--- src/logic/pdr_pkg.sv ---
// package for the peripheral dma channel register block
// assumes a 32-bit avalon-mm slave with byte addresses
package pdr_pkg;
  localparam logic [9:0] OFS_RX_PTR   = 10'h100;
  localparam logic [9:0] OFS_RX_CNT   = 10'h104;
  localparam logic [9:0] OFS_TX_PTR   = 10'h108;
  localparam logic [9:0] OFS_TX_CNT   = 10'h10C;
  localparam logic [9:0] OFS_RX_NPTR  = 10'h110;
  localparam logic [9:0] OFS_RX_NCNT  = 10'h114;
  localparam logic [9:0] OFS_TX_NPTR  = 10'h118;
  localparam logic [9:0] OFS_TX_NCNT  = 10'h11C;
  localparam logic [9:0] OFS_CTRL     = 10'h120;
  localparam logic [9:0] OFS_STATE    = 10'h124;
  localparam logic [9:0] OFS_IRQ_STAT = 10'h130;
  localparam logic [9:0] OFS_IRQ_CLR  = 10'h134;
  localparam logic [9:0] OFS_IRQ_EN   = 10'h138;
  localparam int BIT_RX_ON  = 0;
  localparam int BIT_RX_OFF = 1;
  localparam int BIT_TX_ON  = 8;
  localparam int BIT_TX_OFF = 9;
  localparam int EV_RX_DONE = 0;
  localparam int EV_RX_FULL = 1;
  localparam int EV_TX_DONE = 2;
  localparam int EV_TX_EMPT = 3;
  localparam logic [31:0] PTR_RST = 32'h0000_0000;
  localparam logic [15:0] CNT_RST = 16'h0000;
  localparam logic [31:0] RD_ZERO = 32'h0000_0000;
  typedef enum logic [1:0] {PDR_BYTE, PDR_HALF, PDR_WORD} pdr_size_t;
  typedef struct packed {
    logic [31:0] addr;
    logic [15:0] size;
    logic [31:0] nxt_addr;
    logic [15:0] nxt_size;
  } pdr_chan_t;
  typedef struct packed {
    pdr_chan_t   rx;
    pdr_chan_t   tx;
    logic        rx_on;
    logic        tx_on;
    logic [3:0]  ev;
    logic [3:0]  ev_en;
    logic [31:0] rdata;
    logic        rvalid;
    logic        irq;
    logic        rx_done_o;
    logic        tx_done_o;
  } pdr_state_t;
endpackage : pdr_pkg

--- src/logic/pdr_regs.sv ---
// register block of one peripheral dma channel pair
// assumes the served peripheral pulses item strobes and reads ptr/cnt live
//
// The Avalon-MM interface to the registers was chosen for this implementation.
`timescale 1ns/10ps
`default_nettype none
module pdr_regs #(
  parameter bit HALF_DUPLEX = 1'b0
) (
  input  wire logic              clk_i,
  input  wire logic              rst_b_i,
  input  wire logic [9:0]        avs_address_i,
  input  wire logic              avs_read_i,
  input  wire logic              avs_write_i,
  input  wire logic [31:0]       avs_writedata_i,
  input  wire logic [3:0]        avs_byteenable_i,
  output logic [31:0]            avs_readdata_o,
  output logic                   avs_waitrequest_o,
  input  wire logic              rx_item_i,
  input  wire logic              tx_item_i,
  input  wire pdr_pkg::pdr_size_t item_size_i,
  output logic                   rx_requests_on_o,
  output logic                   tx_requests_on_o,
  output logic [31:0]            rx_buf_addr_o,
  output logic [31:0]            tx_buf_addr_o,
  output logic                   rx_block_done_o,
  output logic                   tx_block_done_o,
  output logic                   irq_o
);
  pdr_pkg::pdr_state_t st_ff;
  pdr_pkg::pdr_state_t nxt_st;

  function automatic logic [31:0] step_of(input pdr_pkg::pdr_size_t s);
    case (s)
      pdr_pkg::PDR_BYTE: step_of = 32'h0000_0001;
      pdr_pkg::PDR_HALF: step_of = 32'h0000_0002;
      default:           step_of = 32'h0000_0004;
    endcase
  endfunction

  function automatic logic hit(input logic [9:0] ofs);
    hit = (avs_address_i == ofs);
  endfunction

  // one item on a channel; reload from the next pair on reaching zero unless the next count is zero
  function automatic pdr_pkg::pdr_chan_t advance(input pdr_pkg::pdr_chan_t c,
                                                 input logic [31:0] step);
    pdr_pkg::pdr_chan_t r;
    r = c;
    r.addr = c.addr + step;
    r.size = c.size - 16'h0001;
    if (r.size == pdr_pkg::CNT_RST && c.nxt_size != pdr_pkg::CNT_RST) begin
      r.addr     = c.nxt_addr;
      r.size     = c.nxt_size;
      r.nxt_addr = pdr_pkg::PTR_RST;
      r.nxt_size = pdr_pkg::CNT_RST;
    end
    advance = r;
  endfunction

  logic        wr;
  logic        rd;
  logic [31:0] wd;
  logic        rx_go;
  logic        tx_go;
  logic [3:0]  set_ev;
  logic [3:0]  clr_ev;
  logic        rx_wr_nz;
  logic        tx_wr_nz;
  logic [31:0] step;
  logic [31:0] rmux;

  assign wr   = avs_write_i && !avs_read_i;
  assign rd   = avs_read_i && !st_ff.rvalid;
  assign wd   = avs_writedata_i;
  assign step = step_of(item_size_i);
  // zero count halts movement regardless of enable
  assign rx_go = rx_item_i && st_ff.rx_on && st_ff.rx.size != pdr_pkg::CNT_RST;
  // half duplex counts in the shared rx copy, so the tx copy must not gate it
  assign tx_go = tx_item_i && st_ff.tx_on &&
                 (HALF_DUPLEX ? st_ff.rx.size : st_ff.tx.size) != pdr_pkg::CNT_RST;

  always_comb begin
    rmux = pdr_pkg::RD_ZERO;
    if (hit(pdr_pkg::OFS_RX_PTR)) begin
      rmux = st_ff.rx.addr;
    end else if (hit(pdr_pkg::OFS_RX_CNT)) begin
      rmux = {16'h0000, st_ff.rx.size};
    end else if (hit(pdr_pkg::OFS_TX_PTR)) begin
      rmux = HALF_DUPLEX ? st_ff.rx.addr : st_ff.tx.addr;
    end else if (hit(pdr_pkg::OFS_TX_CNT)) begin
      rmux = {16'h0000, HALF_DUPLEX ? st_ff.rx.size : st_ff.tx.size};
    end else if (hit(pdr_pkg::OFS_RX_NPTR)) begin
      rmux = st_ff.rx.nxt_addr;
    end else if (hit(pdr_pkg::OFS_RX_NCNT)) begin
      rmux = {16'h0000, st_ff.rx.nxt_size};
    end else if (hit(pdr_pkg::OFS_TX_NPTR)) begin
      rmux = HALF_DUPLEX ? st_ff.rx.nxt_addr : st_ff.tx.nxt_addr;
    end else if (hit(pdr_pkg::OFS_TX_NCNT)) begin
      rmux = {16'h0000, HALF_DUPLEX ? st_ff.rx.nxt_size : st_ff.tx.nxt_size};
    end else if (hit(pdr_pkg::OFS_STATE)) begin
      rmux[pdr_pkg::BIT_RX_ON] = st_ff.rx_on;
      rmux[pdr_pkg::BIT_TX_ON] = st_ff.tx_on;
    end else if (hit(pdr_pkg::OFS_IRQ_STAT)) begin
      rmux[3:0] = st_ff.ev;
    end else if (hit(pdr_pkg::OFS_IRQ_EN)) begin
      rmux[3:0] = st_ff.ev_en;
    end
  end

  always_comb begin
    nxt_st = st_ff;
    set_ev = 4'h0;
    clr_ev = 4'h0;
    rx_wr_nz = 1'b0;
    tx_wr_nz = 1'b0;
    nxt_st.rx_done_o = 1'b0;
    nxt_st.tx_done_o = 1'b0;
    nxt_st.rvalid = rd;
    if (rd) begin
      nxt_st.rdata = rmux;
    end
    // half duplex keeps everything in the rx copy; tx copy unused then
    if (rx_go) begin
      nxt_st.rx = advance(st_ff.rx, step);
      if (st_ff.rx.size == 16'h0001) begin
        set_ev[pdr_pkg::EV_RX_DONE] = 1'b1;
        set_ev[pdr_pkg::EV_RX_FULL] = (st_ff.rx.nxt_size == pdr_pkg::CNT_RST);
        nxt_st.rx_done_o = 1'b1;
      end
    end
    if (tx_go && !HALF_DUPLEX) begin
      nxt_st.tx = advance(st_ff.tx, step);
    end else if (tx_go) begin
      nxt_st.rx = advance(st_ff.rx, step);
    end
    if (tx_go) begin
      if ((HALF_DUPLEX ? st_ff.rx.size : st_ff.tx.size) == 16'h0001) begin
        set_ev[pdr_pkg::EV_TX_DONE] = 1'b1;
        set_ev[pdr_pkg::EV_TX_EMPT] =
          ((HALF_DUPLEX ? st_ff.rx.nxt_size : st_ff.tx.nxt_size) == pdr_pkg::CNT_RST);
        nxt_st.tx_done_o = 1'b1;
      end
    end
    // a software write wins over a concurrent item update of the same field
    if (wr) begin
      if (hit(pdr_pkg::OFS_RX_PTR) || (HALF_DUPLEX && hit(pdr_pkg::OFS_TX_PTR))) begin
        nxt_st.rx.addr = wd;
      end else if (hit(pdr_pkg::OFS_TX_PTR)) begin
        nxt_st.tx.addr = wd;
      end else if (hit(pdr_pkg::OFS_RX_CNT) || (HALF_DUPLEX && hit(pdr_pkg::OFS_TX_CNT))) begin
        nxt_st.rx.size = wd[15:0];
        rx_wr_nz = wd[15:0] != pdr_pkg::CNT_RST;
      end else if (hit(pdr_pkg::OFS_TX_CNT)) begin
        nxt_st.tx.size = wd[15:0];
        tx_wr_nz = wd[15:0] != pdr_pkg::CNT_RST;
      end else if (hit(pdr_pkg::OFS_RX_NPTR) || (HALF_DUPLEX && hit(pdr_pkg::OFS_TX_NPTR))) begin
        nxt_st.rx.nxt_addr = wd;
      end else if (hit(pdr_pkg::OFS_TX_NPTR)) begin
        nxt_st.tx.nxt_addr = wd;
      end else if (hit(pdr_pkg::OFS_RX_NCNT) || (HALF_DUPLEX && hit(pdr_pkg::OFS_TX_NCNT))) begin
        nxt_st.rx.nxt_size = wd[15:0];
        rx_wr_nz = wd[15:0] != pdr_pkg::CNT_RST;
      end else if (hit(pdr_pkg::OFS_TX_NCNT)) begin
        nxt_st.tx.nxt_size = wd[15:0];
        tx_wr_nz = wd[15:0] != pdr_pkg::CNT_RST;
      end else if (hit(pdr_pkg::OFS_CTRL)) begin
        if (HALF_DUPLEX) begin
          // either disable stops both; rx enable beats tx enable
          if (wd[pdr_pkg::BIT_RX_OFF] || wd[pdr_pkg::BIT_TX_OFF]) begin
            nxt_st.rx_on = 1'b0;
            nxt_st.tx_on = 1'b0;
          end else if (wd[pdr_pkg::BIT_RX_ON]) begin
            nxt_st.rx_on = 1'b1;
            nxt_st.tx_on = 1'b0;
          end else if (wd[pdr_pkg::BIT_TX_ON]) begin
            nxt_st.tx_on = 1'b1;
            nxt_st.rx_on = 1'b0;
          end
        end else begin
          if (wd[pdr_pkg::BIT_RX_OFF]) begin
            nxt_st.rx_on = 1'b0;
          end else if (wd[pdr_pkg::BIT_RX_ON]) begin
            nxt_st.rx_on = 1'b1;
          end
          if (wd[pdr_pkg::BIT_TX_OFF]) begin
            nxt_st.tx_on = 1'b0;
          end else if (wd[pdr_pkg::BIT_TX_ON]) begin
            nxt_st.tx_on = 1'b1;
          end
        end
      end else if (hit(pdr_pkg::OFS_IRQ_CLR)) begin
        clr_ev = wd[3:0];
      end else if (hit(pdr_pkg::OFS_IRQ_EN)) begin
        nxt_st.ev_en = wd[3:0];
      end
    end
    // half duplex: a nonzero count write clears both directions' flags
    if (HALF_DUPLEX && (rx_wr_nz || tx_wr_nz)) begin
      rx_wr_nz = 1'b1;
      tx_wr_nz = 1'b1;
    end
    if (rx_wr_nz) begin
      clr_ev[pdr_pkg::EV_RX_DONE] = 1'b1;
      clr_ev[pdr_pkg::EV_RX_FULL] = 1'b1;
    end
    if (tx_wr_nz) begin
      clr_ev[pdr_pkg::EV_TX_DONE] = 1'b1;
      clr_ev[pdr_pkg::EV_TX_EMPT] = 1'b1;
    end
    nxt_st.ev  = (st_ff.ev & ~clr_ev) | set_ev; // set wins over clear
    nxt_st.irq = |(nxt_st.ev & nxt_st.ev_en);
  end

  always_ff @(posedge clk_i or negedge rst_b_i) begin
    if (!rst_b_i) begin
      st_ff <= '0;
    end else begin
      st_ff <= nxt_st;
    end
  end

  // read answers one cycle after it is taken; writes never wait
  assign avs_waitrequest_o = avs_read_i && !st_ff.rvalid;
  assign avs_readdata_o    = st_ff.rdata;
  assign rx_requests_on_o  = st_ff.rx_on;
  assign tx_requests_on_o  = st_ff.tx_on;
  assign rx_buf_addr_o     = st_ff.rx.addr;
  assign tx_buf_addr_o     = HALF_DUPLEX ? st_ff.rx.addr : st_ff.tx.addr;
  assign rx_block_done_o   = st_ff.rx_done_o;
  assign tx_block_done_o   = st_ff.tx_done_o;
  assign irq_o             = st_ff.irq;
endmodule // pdr_regs
`default_nettype wire

--- config.mk ---
export PLATFORM = sky130hd
export DESIGN_NAME = pdr_regs
export DESIGN_NICKNAME = d
export VERILOG_FILES = /design/src/logic/pdr_pkg.sv /design/src/logic/pdr_regs.sv
export SDC_FILE = /design/constraint.sdc
export NUM_CORES = 1
export LEC_CHECK = 0
export BUFFER_PORTS_ARGS = -buffer_cell sky130_fd_sc_hd__buf_2
export CAP_MARGIN = 20
export CORE_MARGIN = 1.5
export CORE_UTILIZATION = 50
export CTS_CLUSTER_SIZE = 14
export DETAILED_ROUTE_END_ITERATION = 10
export HOLD_SLACK_MARGIN = 0.15
export PLACE_DENSITY = 0.69
export SKIP_CTS_REPAIR_TIMING = 1
export SYNTH_ARGS = -nofsm -noshare
export SYNTH_HDL_FRONTEND = slang
export SYNTH_SLANG_ARGS = --single-unit
export TNS_END_PERCENT = 20
--- constraint.sdc ---
create_clock -name clk_i -period 8.6 [get_ports clk_i]
set_input_delay 1.72 -clock clk_i [delete_from_list [all_inputs] [get_ports clk_i]]
set_output_delay 1.72 -clock clk_i [all_outputs]
set_load 0.02 [all_outputs]
==> run summary, run 1 <==
### Die
* 29800 um^2 — area of the core region
* 156 — number of ports placed on the die boundary
* 177.4 um — Die Height
* 177.4 um — DIE WIDTH
* 63 — standard-cell rows
* 51.02% — starting density of the core
* 31460 um^2 — Die Area

### Setup path
* flip-flop — critical path capture point type
* buf_2 -> or4b_1 -> or3_1 -> o21ai_0 -> nand2b_1 -> buf_4 -> nand2_1 -> o21ai_0 — worst-path cell chain
* 5.02 ns — arrival time worst endpoint
* 0.88 ns — largest incremental delay on the critical path
* sky130_fd_sc_hd__o21ai_0 — Worst path slowest cell
* primary input — CP Launch Type
* sky130_fd_sc_hd__o21ai_0 — crit-path most repeated cell
* 9.05 ns — Worst Path Required
* in2reg — Worst Path Class, Setup
* 19 — maximum fanout count along the critical path

### Power and ir drop
* 160.9 nW/um^2 — total power per unit cell area
* 6.989 nW — leakage power total
* 0.0001371 V — worst IR drop on VDD

### CTS
* 238 — Clock Sinks
* yes — TritonCTS clock tree
* 0.55 ns — Clock Latency Late Sink
* sky130_fd_sc_hd__clkbuf_16 — cell at the root of the clock tree
* 0.06 ns — clock input transition at the sequential cells of the worst setup and hold paths
* 1 — count of H-tree levels built during CTS
* 27 — number of clock buffers inserted by TritonCTS
* 3 — CTS max path bufs

### Layout
* 2238 — non-filler cells, final
* 5956 um^2 — Storage cell area
* 55.14% — share of the core filled with cells
* 1897 — number of nets in the finished design
* 0 — count of inserted antenna diode cells
* 7913 um^2 — footprint of the multi-input gates
* 2797 — count of filler cells inserted in the layout
* 15.15% — share of post-route cells with drive strength above 1
* 8.083% — Area growth, synth to finish

### Global route
* 13750 — number of global-route vias before repair
* 36.36% — aggregate global-route resource usage
* 0 — Overflow after GRT
* 86210 um — first-pass GRT wire length
* 91 — pin count of the biggest net entering global routing
* 0 — initial antenna violation count

### Timing
* 0 — final hold vios
* 4.570 ns — Final Critical Period
* 25.93% — relative slew slack
* 218.8 MHz — maximum clock frequency
* 0.5340 ns — Hold Slack
* 53.14% — fraction of the cycle the final worst path needs
* 0.01021 ns — setup skew after layout
* 1.101 ns — Tightest Pin Transition
* 0 — Pins Over Slew Limit
* no — setup repair after global routing missed its margin
* 0 — final setup violating endpoints
* 0 ns — setup tns final

### Route
* 0 — number of antenna-violating nets in the routed design
* 25.61 um — average wire per standard cell
* 14940 — detailed-route via count
* 8 — length of the first detailed-routing pass in iterations
* 6.674 — drt via density
* 0 — number of remaining DRC errors
* 57320 um — wirelength, routed
* 1811 — initial detailed-routing violation count

### Place
* 39540 um — half-perimeter wire length of the detailed placement result
* 2185 — number of cells in the design after placement
* 0.9786 — RePlAce Congestion
* 151 — number of buffers added on ports

### Logic synthesis
* 100.0% — proportion of register bits with asynchronous set or reset after synthesis
* 39.18% — proportion of synthesized chip area in sequential cells
* 15200 um^2 — post-synthesis cell area
* 1856 — number of instances in the synthesized netlist
* 81 — number of library cell types mapped by synthesis
* 0 — number of synthesized flops with an enable pin
* sky130_fd_sc_hd__dfrtp_1 — most used flip-flop cell after synthesis
* 1926 — total nets after synthesis
* 0 — Ys Warns
* 8.191 um^2 — Mean Syn Cell Area
* 238 — number of synthesized register bits

### Min path
* reg2reg — class of the worst hold path

### Run status
* completed — status

### Job
* 0 — max_cap viols

final timing paths:
| kind | from | slack (ns) | to | cells after the start |
|---|---|---|---|---|
| worst max register to register | st_ff[94] | 4.29 | tx_buf_addr_o[9] | 10 |
| worst min register to register | st_ff[38] | 0.53 | st_ff[38] | 1 |
| min in group asynchronous | rst_b_i | 1.14 | st_ff[87] | 1 |
| worst min-delay path | st_ff[38] | 0.53 | st_ff[38] | 1 |
| max in group asynchronous | rst_b_i | 6.01 | st_ff[66] | 2 |
| worst max-delay path | avs_address_i[7] | 4.03 | st_ff[79] | 8 |
flip-flops by register name (all words and copies together), names as in the netlist:
| register | count |
|---|---|
| rx_requests_on_o | 1 |
| tx_buf_addr_o | 32 |
| irq_o | 1 |
| tx_block_done_o | 1 |
| rx_block_done_o | 1 |
| st_ff | 137 |
| tx_requests_on_o | 1 |
| rx_buf_addr_o | 32 |
| avs_readdata_o | 32 |
worst max-delay path, delay by kind of cell:
kind / cells / cell delay [ns]
buffers and inverters: 2 / 0.47
AOI/OAI and AO/OA: 2 / 1.06
and+or+nand+nor: 4 / 1.74
metal layers:
metal  vias to the layer above  track usage, %  routed length (um)
met1                      7264           49.28               23070
met2                       933           56.77               25630
met5                         -               0                   0
li1                       6584               -                   -
met4                         0           16.25                2999
met3                       156           6.577                5618
cell usage in the layout, fill, tap and decap left out, drive strengths merged, types with 15 or more instances in the layout:
master / instances
a31oi: 48
xnor2: 29
nor2: 140
and4: 16
nor4: 43
and3: 34
a21oi: 106
or3: 19
mux2: 15
nand4: 29
mux2i: 30
dfrtp: 238
a22oi: 73
inv: 25
buf: 183
nand3: 65
o211ai: 19
nor3: 53
nand2: 295
o21ai: 141
clkbuf: 33
power by group:
| part | total [mW] | switching, mW | internal [mW] |
|---|---|---|---|
| clock | 1.22 | 0.498 | 0.724 |
| combinational | 0.234 | 0.164 | 0.0694 |
| sequential | 1.19 | 0.0372 | 1.15 |
| total | 2.64 | 0.700 | 1.94 |
final cells by class:
type / count / area share (%)
well taps: 390 / 2.970
flip-flops and latches: 238 / 36.25
clock buffers: 33 / 4.432
clock inverters: 17 / 1.226
inverters: 23 / 0.5254
multi-input cells: 1354 / 48.16
repair buffers: 183 / 6.442
kinds of logic (layout without fill, tap and decap cells):
family	Yosys count	after routing	synth area share [%]
adders and majority gates	16	16	1.416
DFF	238	238	39.18
AOI/OAI and AO/OA	501	501	21.17
and+or+nand+nor	758	758	23.98
buffers and inverters	264	256	9.185
xor gates and xnor gates	34	34	1.959
muxes	45	45	3.111
metrics by stage:
step | area, um^2 | total power [mW] | worst slack (ns)
after detailed placement | 15430 | 1.435 | 3.516
after CTS | 16360 | 2.648 | 4.102
after global routing | 16430 | 2.722 | 3.869
after floorplan | 15200 | 1.346 | 4.301
after global placement | 15420 | 1.431 | 3.589
final | 16430 | 2.643 | 4.030
Yosys cell counts, drive strengths merged, types with 30 or more instances:
cell type	number	area, um^2
nand2	295	1107
nand3	65	325.3
and3	34	212.7
o21ai	141	709.4
nor2	140	525.5
nor3	53	276.5
dfrtp	238	5956
a22oi	73	558.0
a31oi	48	300.3
nor4	43	290.3
buf	123	867.1
clkbuf	118	442.9
a21oi	106	530.5
mux2i	30	300.3
No activity file was read; power rests on OpenSTA's default activity.
==> inputs of run 2 (changes only) <==
- ABC_AREA: default -> 1
- PLACE_DENSITY: 0.69 -> 0.72
- clock period: 8.6 -> 4.1 ns (I/O delays scaled with it)
==> run summary, run 2 <==
### Logic synthesis
* 2366 — number of instances in the synthesized netlist, was 1856
* sky130_fd_sc_hd__nand2_1 (603), sky130_fd_sc_hd__inv_1 (318), sky130_fd_sc_hd__nand3_1 (245) — Commonest cells post-synth, was sky130_fd_sc_hd__nand2_1 (295), sky130_fd_sc_hd__dfrtp_1 (238), sky130_fd_sc_hd__nor2_1 (140)
* 100.0% — proportion of register bits with asynchronous set or reset after synthesis, unchanged
* 16320 um^2 — post-synthesis cell area, was 15200 um^2
* sky130_fd_sc_hd__dfrtp_1 — most used flip-flop cell after synthesis, unchanged
* 6.899 um^2 — Mean Syn Cell Area, was 8.191 um^2
* 238 — number of synthesized register bits, unchanged
* sky130_fd_sc_hd__dfrtp_1 — library cell with the largest summed area after synthesis, unchanged
* 0 — number of synthesized flops with an enable pin, unchanged
* 41 — number of library cell types mapped by synthesis, was 81
* sky130_fd_sc_hd__nand2_1 — most instantiated library cell after synthesis, unchanged
* 36.49% — share of Yosys cell area claimed by the top area cell type, was 39.18%
* sky130_fd_sc_hd__dfrtp_1 (36%), sky130_fd_sc_hd__nand2_1 (14%), sky130_fd_sc_hd__nand3_1 (7.5%), sky130_fd_sc_hd__inv_1 (7.3%), sky130_fd_sc_hd__buf_4 (4.7%) — Area contributors post-synth, was sky130_fd_sc_hd__dfrtp_1 (39%), sky130_fd_sc_hd__nand2_1 (7.3%), sky130_fd_sc_hd__buf_4 (4.9%), sky130_fd_sc_hd__o21ai_0 (4.6%), sky130_fd_sc_hd__a22oi_1 (3.5%)
* 2436 — total nets after synthesis, was 1926
* 36.49% — proportion of synthesized chip area in sequential cells, was 39.18%
* 0 — Ys Warns, unchanged

### Layout
* 0 — count of inserted antenna diode cells, unchanged
* st_ff — Reg with most FFs, unchanged
* 137 — number of flip-flops under the largest register name, unchanged
* 10.82% — share of post-route cells with drive strength above 1, was 15.15%
* 17640 um^2 — final standard cell area without fillers, was 16430 um^2
* sky130_fd_sc_hd__nand2_1 (603), sky130_fd_sc_hd__inv_1 (318), sky130_fd_sc_hd__nand3_1 (245) — leading cell types in the layout, fill and taps excluded, was sky130_fd_sc_hd__nand2_1 (294), sky130_fd_sc_hd__dfrtp_1 (238), sky130_fd_sc_hd__buf_2 (150)
* sky130_fd_sc_hd__nand2_1 — commonest non-fill, non-tap cell in the layout, unchanged
* 8.049% — Area growth, synth to finish, was 8.083%
* 2464 — number of nets in the finished design, was 1897
* 2847 — non-filler cells, final, was 2238

### Setup path
* reg2reg — Worst Path Class, Setup, was in2reg
* 4.50 ns — Worst Path Required, was 9.05 ns
* flip-flop — critical path capture point type, unchanged
* sky130_fd_sc_hd__dfrtp_1 — Worst path slowest cell, was sky130_fd_sc_hd__o21ai_0
* sky130_fd_sc_hd__buf_4 — crit-path most repeated cell, was sky130_fd_sc_hd__o21ai_0
* 0.70 ns — flop2flop setup slack, was 4.29 ns
* inv_1 -> ha_1 -> nand2_2 -> nor2_1 -> nand3_1 -> xor2_1 -> nor2_2 -> buf_4 -> nand3_4 -> nor2_4 -> inv_2 -> nand2_1 -> buf_4 -> o22ai_1 — worst-path cell chain, was buf_2 -> or4b_1 -> or3_1 -> o21ai_0 -> nand2b_1 -> buf_4 -> nand2_1 -> o21ai_0
* 20 — maximum fanout count along the critical path, was 19
* 0.52 ns — largest incremental delay on the critical path, was 0.88 ns
* 3.81 ns — arrival time worst endpoint, was 5.02 ns
* flip-flop — CP Launch Type, was primary input

### Die
* 31880 um^2 — area of the core region, was 29800 um^2
* 183.7 um — DIE WIDTH, was 177.4 um
* 183.7 um — Die Height, was 177.4 um
* 65 — standard-cell rows, was 63
* 33740 um^2 — Die Area, was 31460 um^2
* 51.20% — starting density of the core, was 51.02%
* 156 — number of ports placed on the die boundary, unchanged

### Route
* 1852 — initial detailed-routing violation count, was 1811
* 5 — length of the first detailed-routing pass in iterations, was 8
* 5.882 — drt via density, was 6.674
* 0 — number of remaining DRC errors, unchanged
* 0 — number of antenna-violating nets in the routed design, unchanged
* 21.56 um — average wire per standard cell, was 25.61 um
* 16750 — detailed-route via count, was 14940
* 61370 um — wirelength, routed, was 57320 um

### Global route
* 15410 — number of global-route vias before repair, was 13750
* 36.18% — aggregate global-route resource usage, was 36.36%
* 111 — pin count of the biggest net entering global routing, was 91
* 92760 um — first-pass GRT wire length, was 86210 um
* 0 — Overflow after GRT, unchanged
* 2 — initial antenna violation count, was 0

### CTS
* yes — TritonCTS clock tree, unchanged
* 3 — CTS max path bufs, unchanged
* 0.07 ns — clock input transition at the sequential cells of the worst setup and hold paths, was 0.06 ns
* 1 — count of H-tree levels built during CTS, unchanged
* 27 — number of clock buffers inserted by TritonCTS, unchanged
* 238 — Clock Sinks, unchanged
* sky130_fd_sc_hd__clkbuf_16 — cell at the root of the clock tree, unchanged
* 0.54 ns — Clock Latency Late Sink, was 0.55 ns

### Place
* 0.5098 ns — setup slack after placement, was 3.516 ns
* 2800 — number of cells in the design after placement, was 2185
* 16820 um^2 — total cell area at the placement stage, was 15430 um^2
* 151 — number of buffers added on ports, unchanged
* 45540 um — half-perimeter wire length of the detailed placement result, was 39540 um
* 1.002 — RePlAce Congestion, was 0.9786

### Timing
* no — setup repair after global routing missed its margin, unchanged
* 36.57% — relative slew slack, was 25.93%
* 0 — final setup violating endpoints, unchanged
* 3.401 ns — Final Critical Period
* 82.96% — fraction of the cycle the final worst path needs
* 0.01198 ns — setup skew after layout, was 0.01021 ns
* 0 ns — setup tns final, unchanged
* 0 — Pins Over Slew Limit, unchanged
* 0.6987 ns — final worst-path setup slack, was 4.030 ns
* 0 — final hold vios, unchanged
* 294.0 MHz — maximum clock frequency
* 0.9515 ns — Tightest Pin Transition, was 1.101 ns
* 0.3089 ns — Hold Slack, was 0.5340 ns

### Run status
* completed — status, unchanged

### Power and ir drop
* 0.0003711 V — worst IR drop on VDD, was 0.0001371 V
* 454.0 nW/um^2 — total power per unit cell area, was 160.9 nW/um^2
* 9.022 nW — leakage power total, was 6.989 nW

### Job
* 0 — max_cap viols, unchanged

### Min path
* in2async — class of the worst hold path, was reg2reg

==> run 2: per-stage QoR <==
stage	total power, mW	util (%)
CTS	7.933	55.32
finish	8.006	55.32
detailed placement	5.641	52.76
global route	8.385	55.32
global placement	5.587	52.76
floorplan	4.931	-
==> run 2: path summary, 6_finish.rpt <==
check,start,depth (start not counted),end
max,st_ff[94],14,st_ff[82]
min,rst_b_i,1,st_ff[195]
max reg2reg,st_ff[94],14,st_ff[82]
min reg2reg,avs_readdata_o[13],2,avs_readdata_o[13]
max in group asynchronous,rst_b_i,2,avs_readdata_o[24]
min in group clk_i,avs_readdata_o[13],2,avs_readdata_o[13]
==> run 2: per-layer routing <==
metal  GRT usage (%)  share of wire, %  up-vias
li1                -                 -     7702
met1           51.52                42     7869
met2           53.27                42     1031
met3           9.390                12      142
met4           12.03               3.5        2
met5               0             0.020        -
==> run 2: cell families after synthesis <==
| family | Yosys count | synth area share, % |
|---|---|---|
| fa+ha+maj | 16 | 1.319 |
| flops | 238 | 36.49 |
| simple gates | 1196 | 32.13 |
| compound gates | 334 | 12.06 |
| buf+inv | 517 | 14.51 |
| xor+xnor | 65 | 3.488 |
==> run 2: final cells by class <==
class | count | area [um^2]
multi-input combinational | 1611 | 8023
clock buffer | 40 | 754.5
fill | 3195 | 14240
sequential | 238 | 5956
clock inverter | 7 | 60.06
inverter | 325 | 1220
timing repair buffer | 191 | 1079
tap | 435 | 544.3
==> run 2: where the power goes <==
part / internal, mW / switching, mW
logic: 0.764 / 1.62
registers: 2.75 / 0.571
clock network: 1.32 / 0.979
==> run 2: worst max-delay path: cells and delay by family (launching register included) <==
kind	cells	cell delay, ns
compound gates	1	0.10
xor+xnor	1	0.17
fa+ha+maj	1	0.30
buf+inv	4	0.95
flops	1	0.52
simple gates	7	1.19
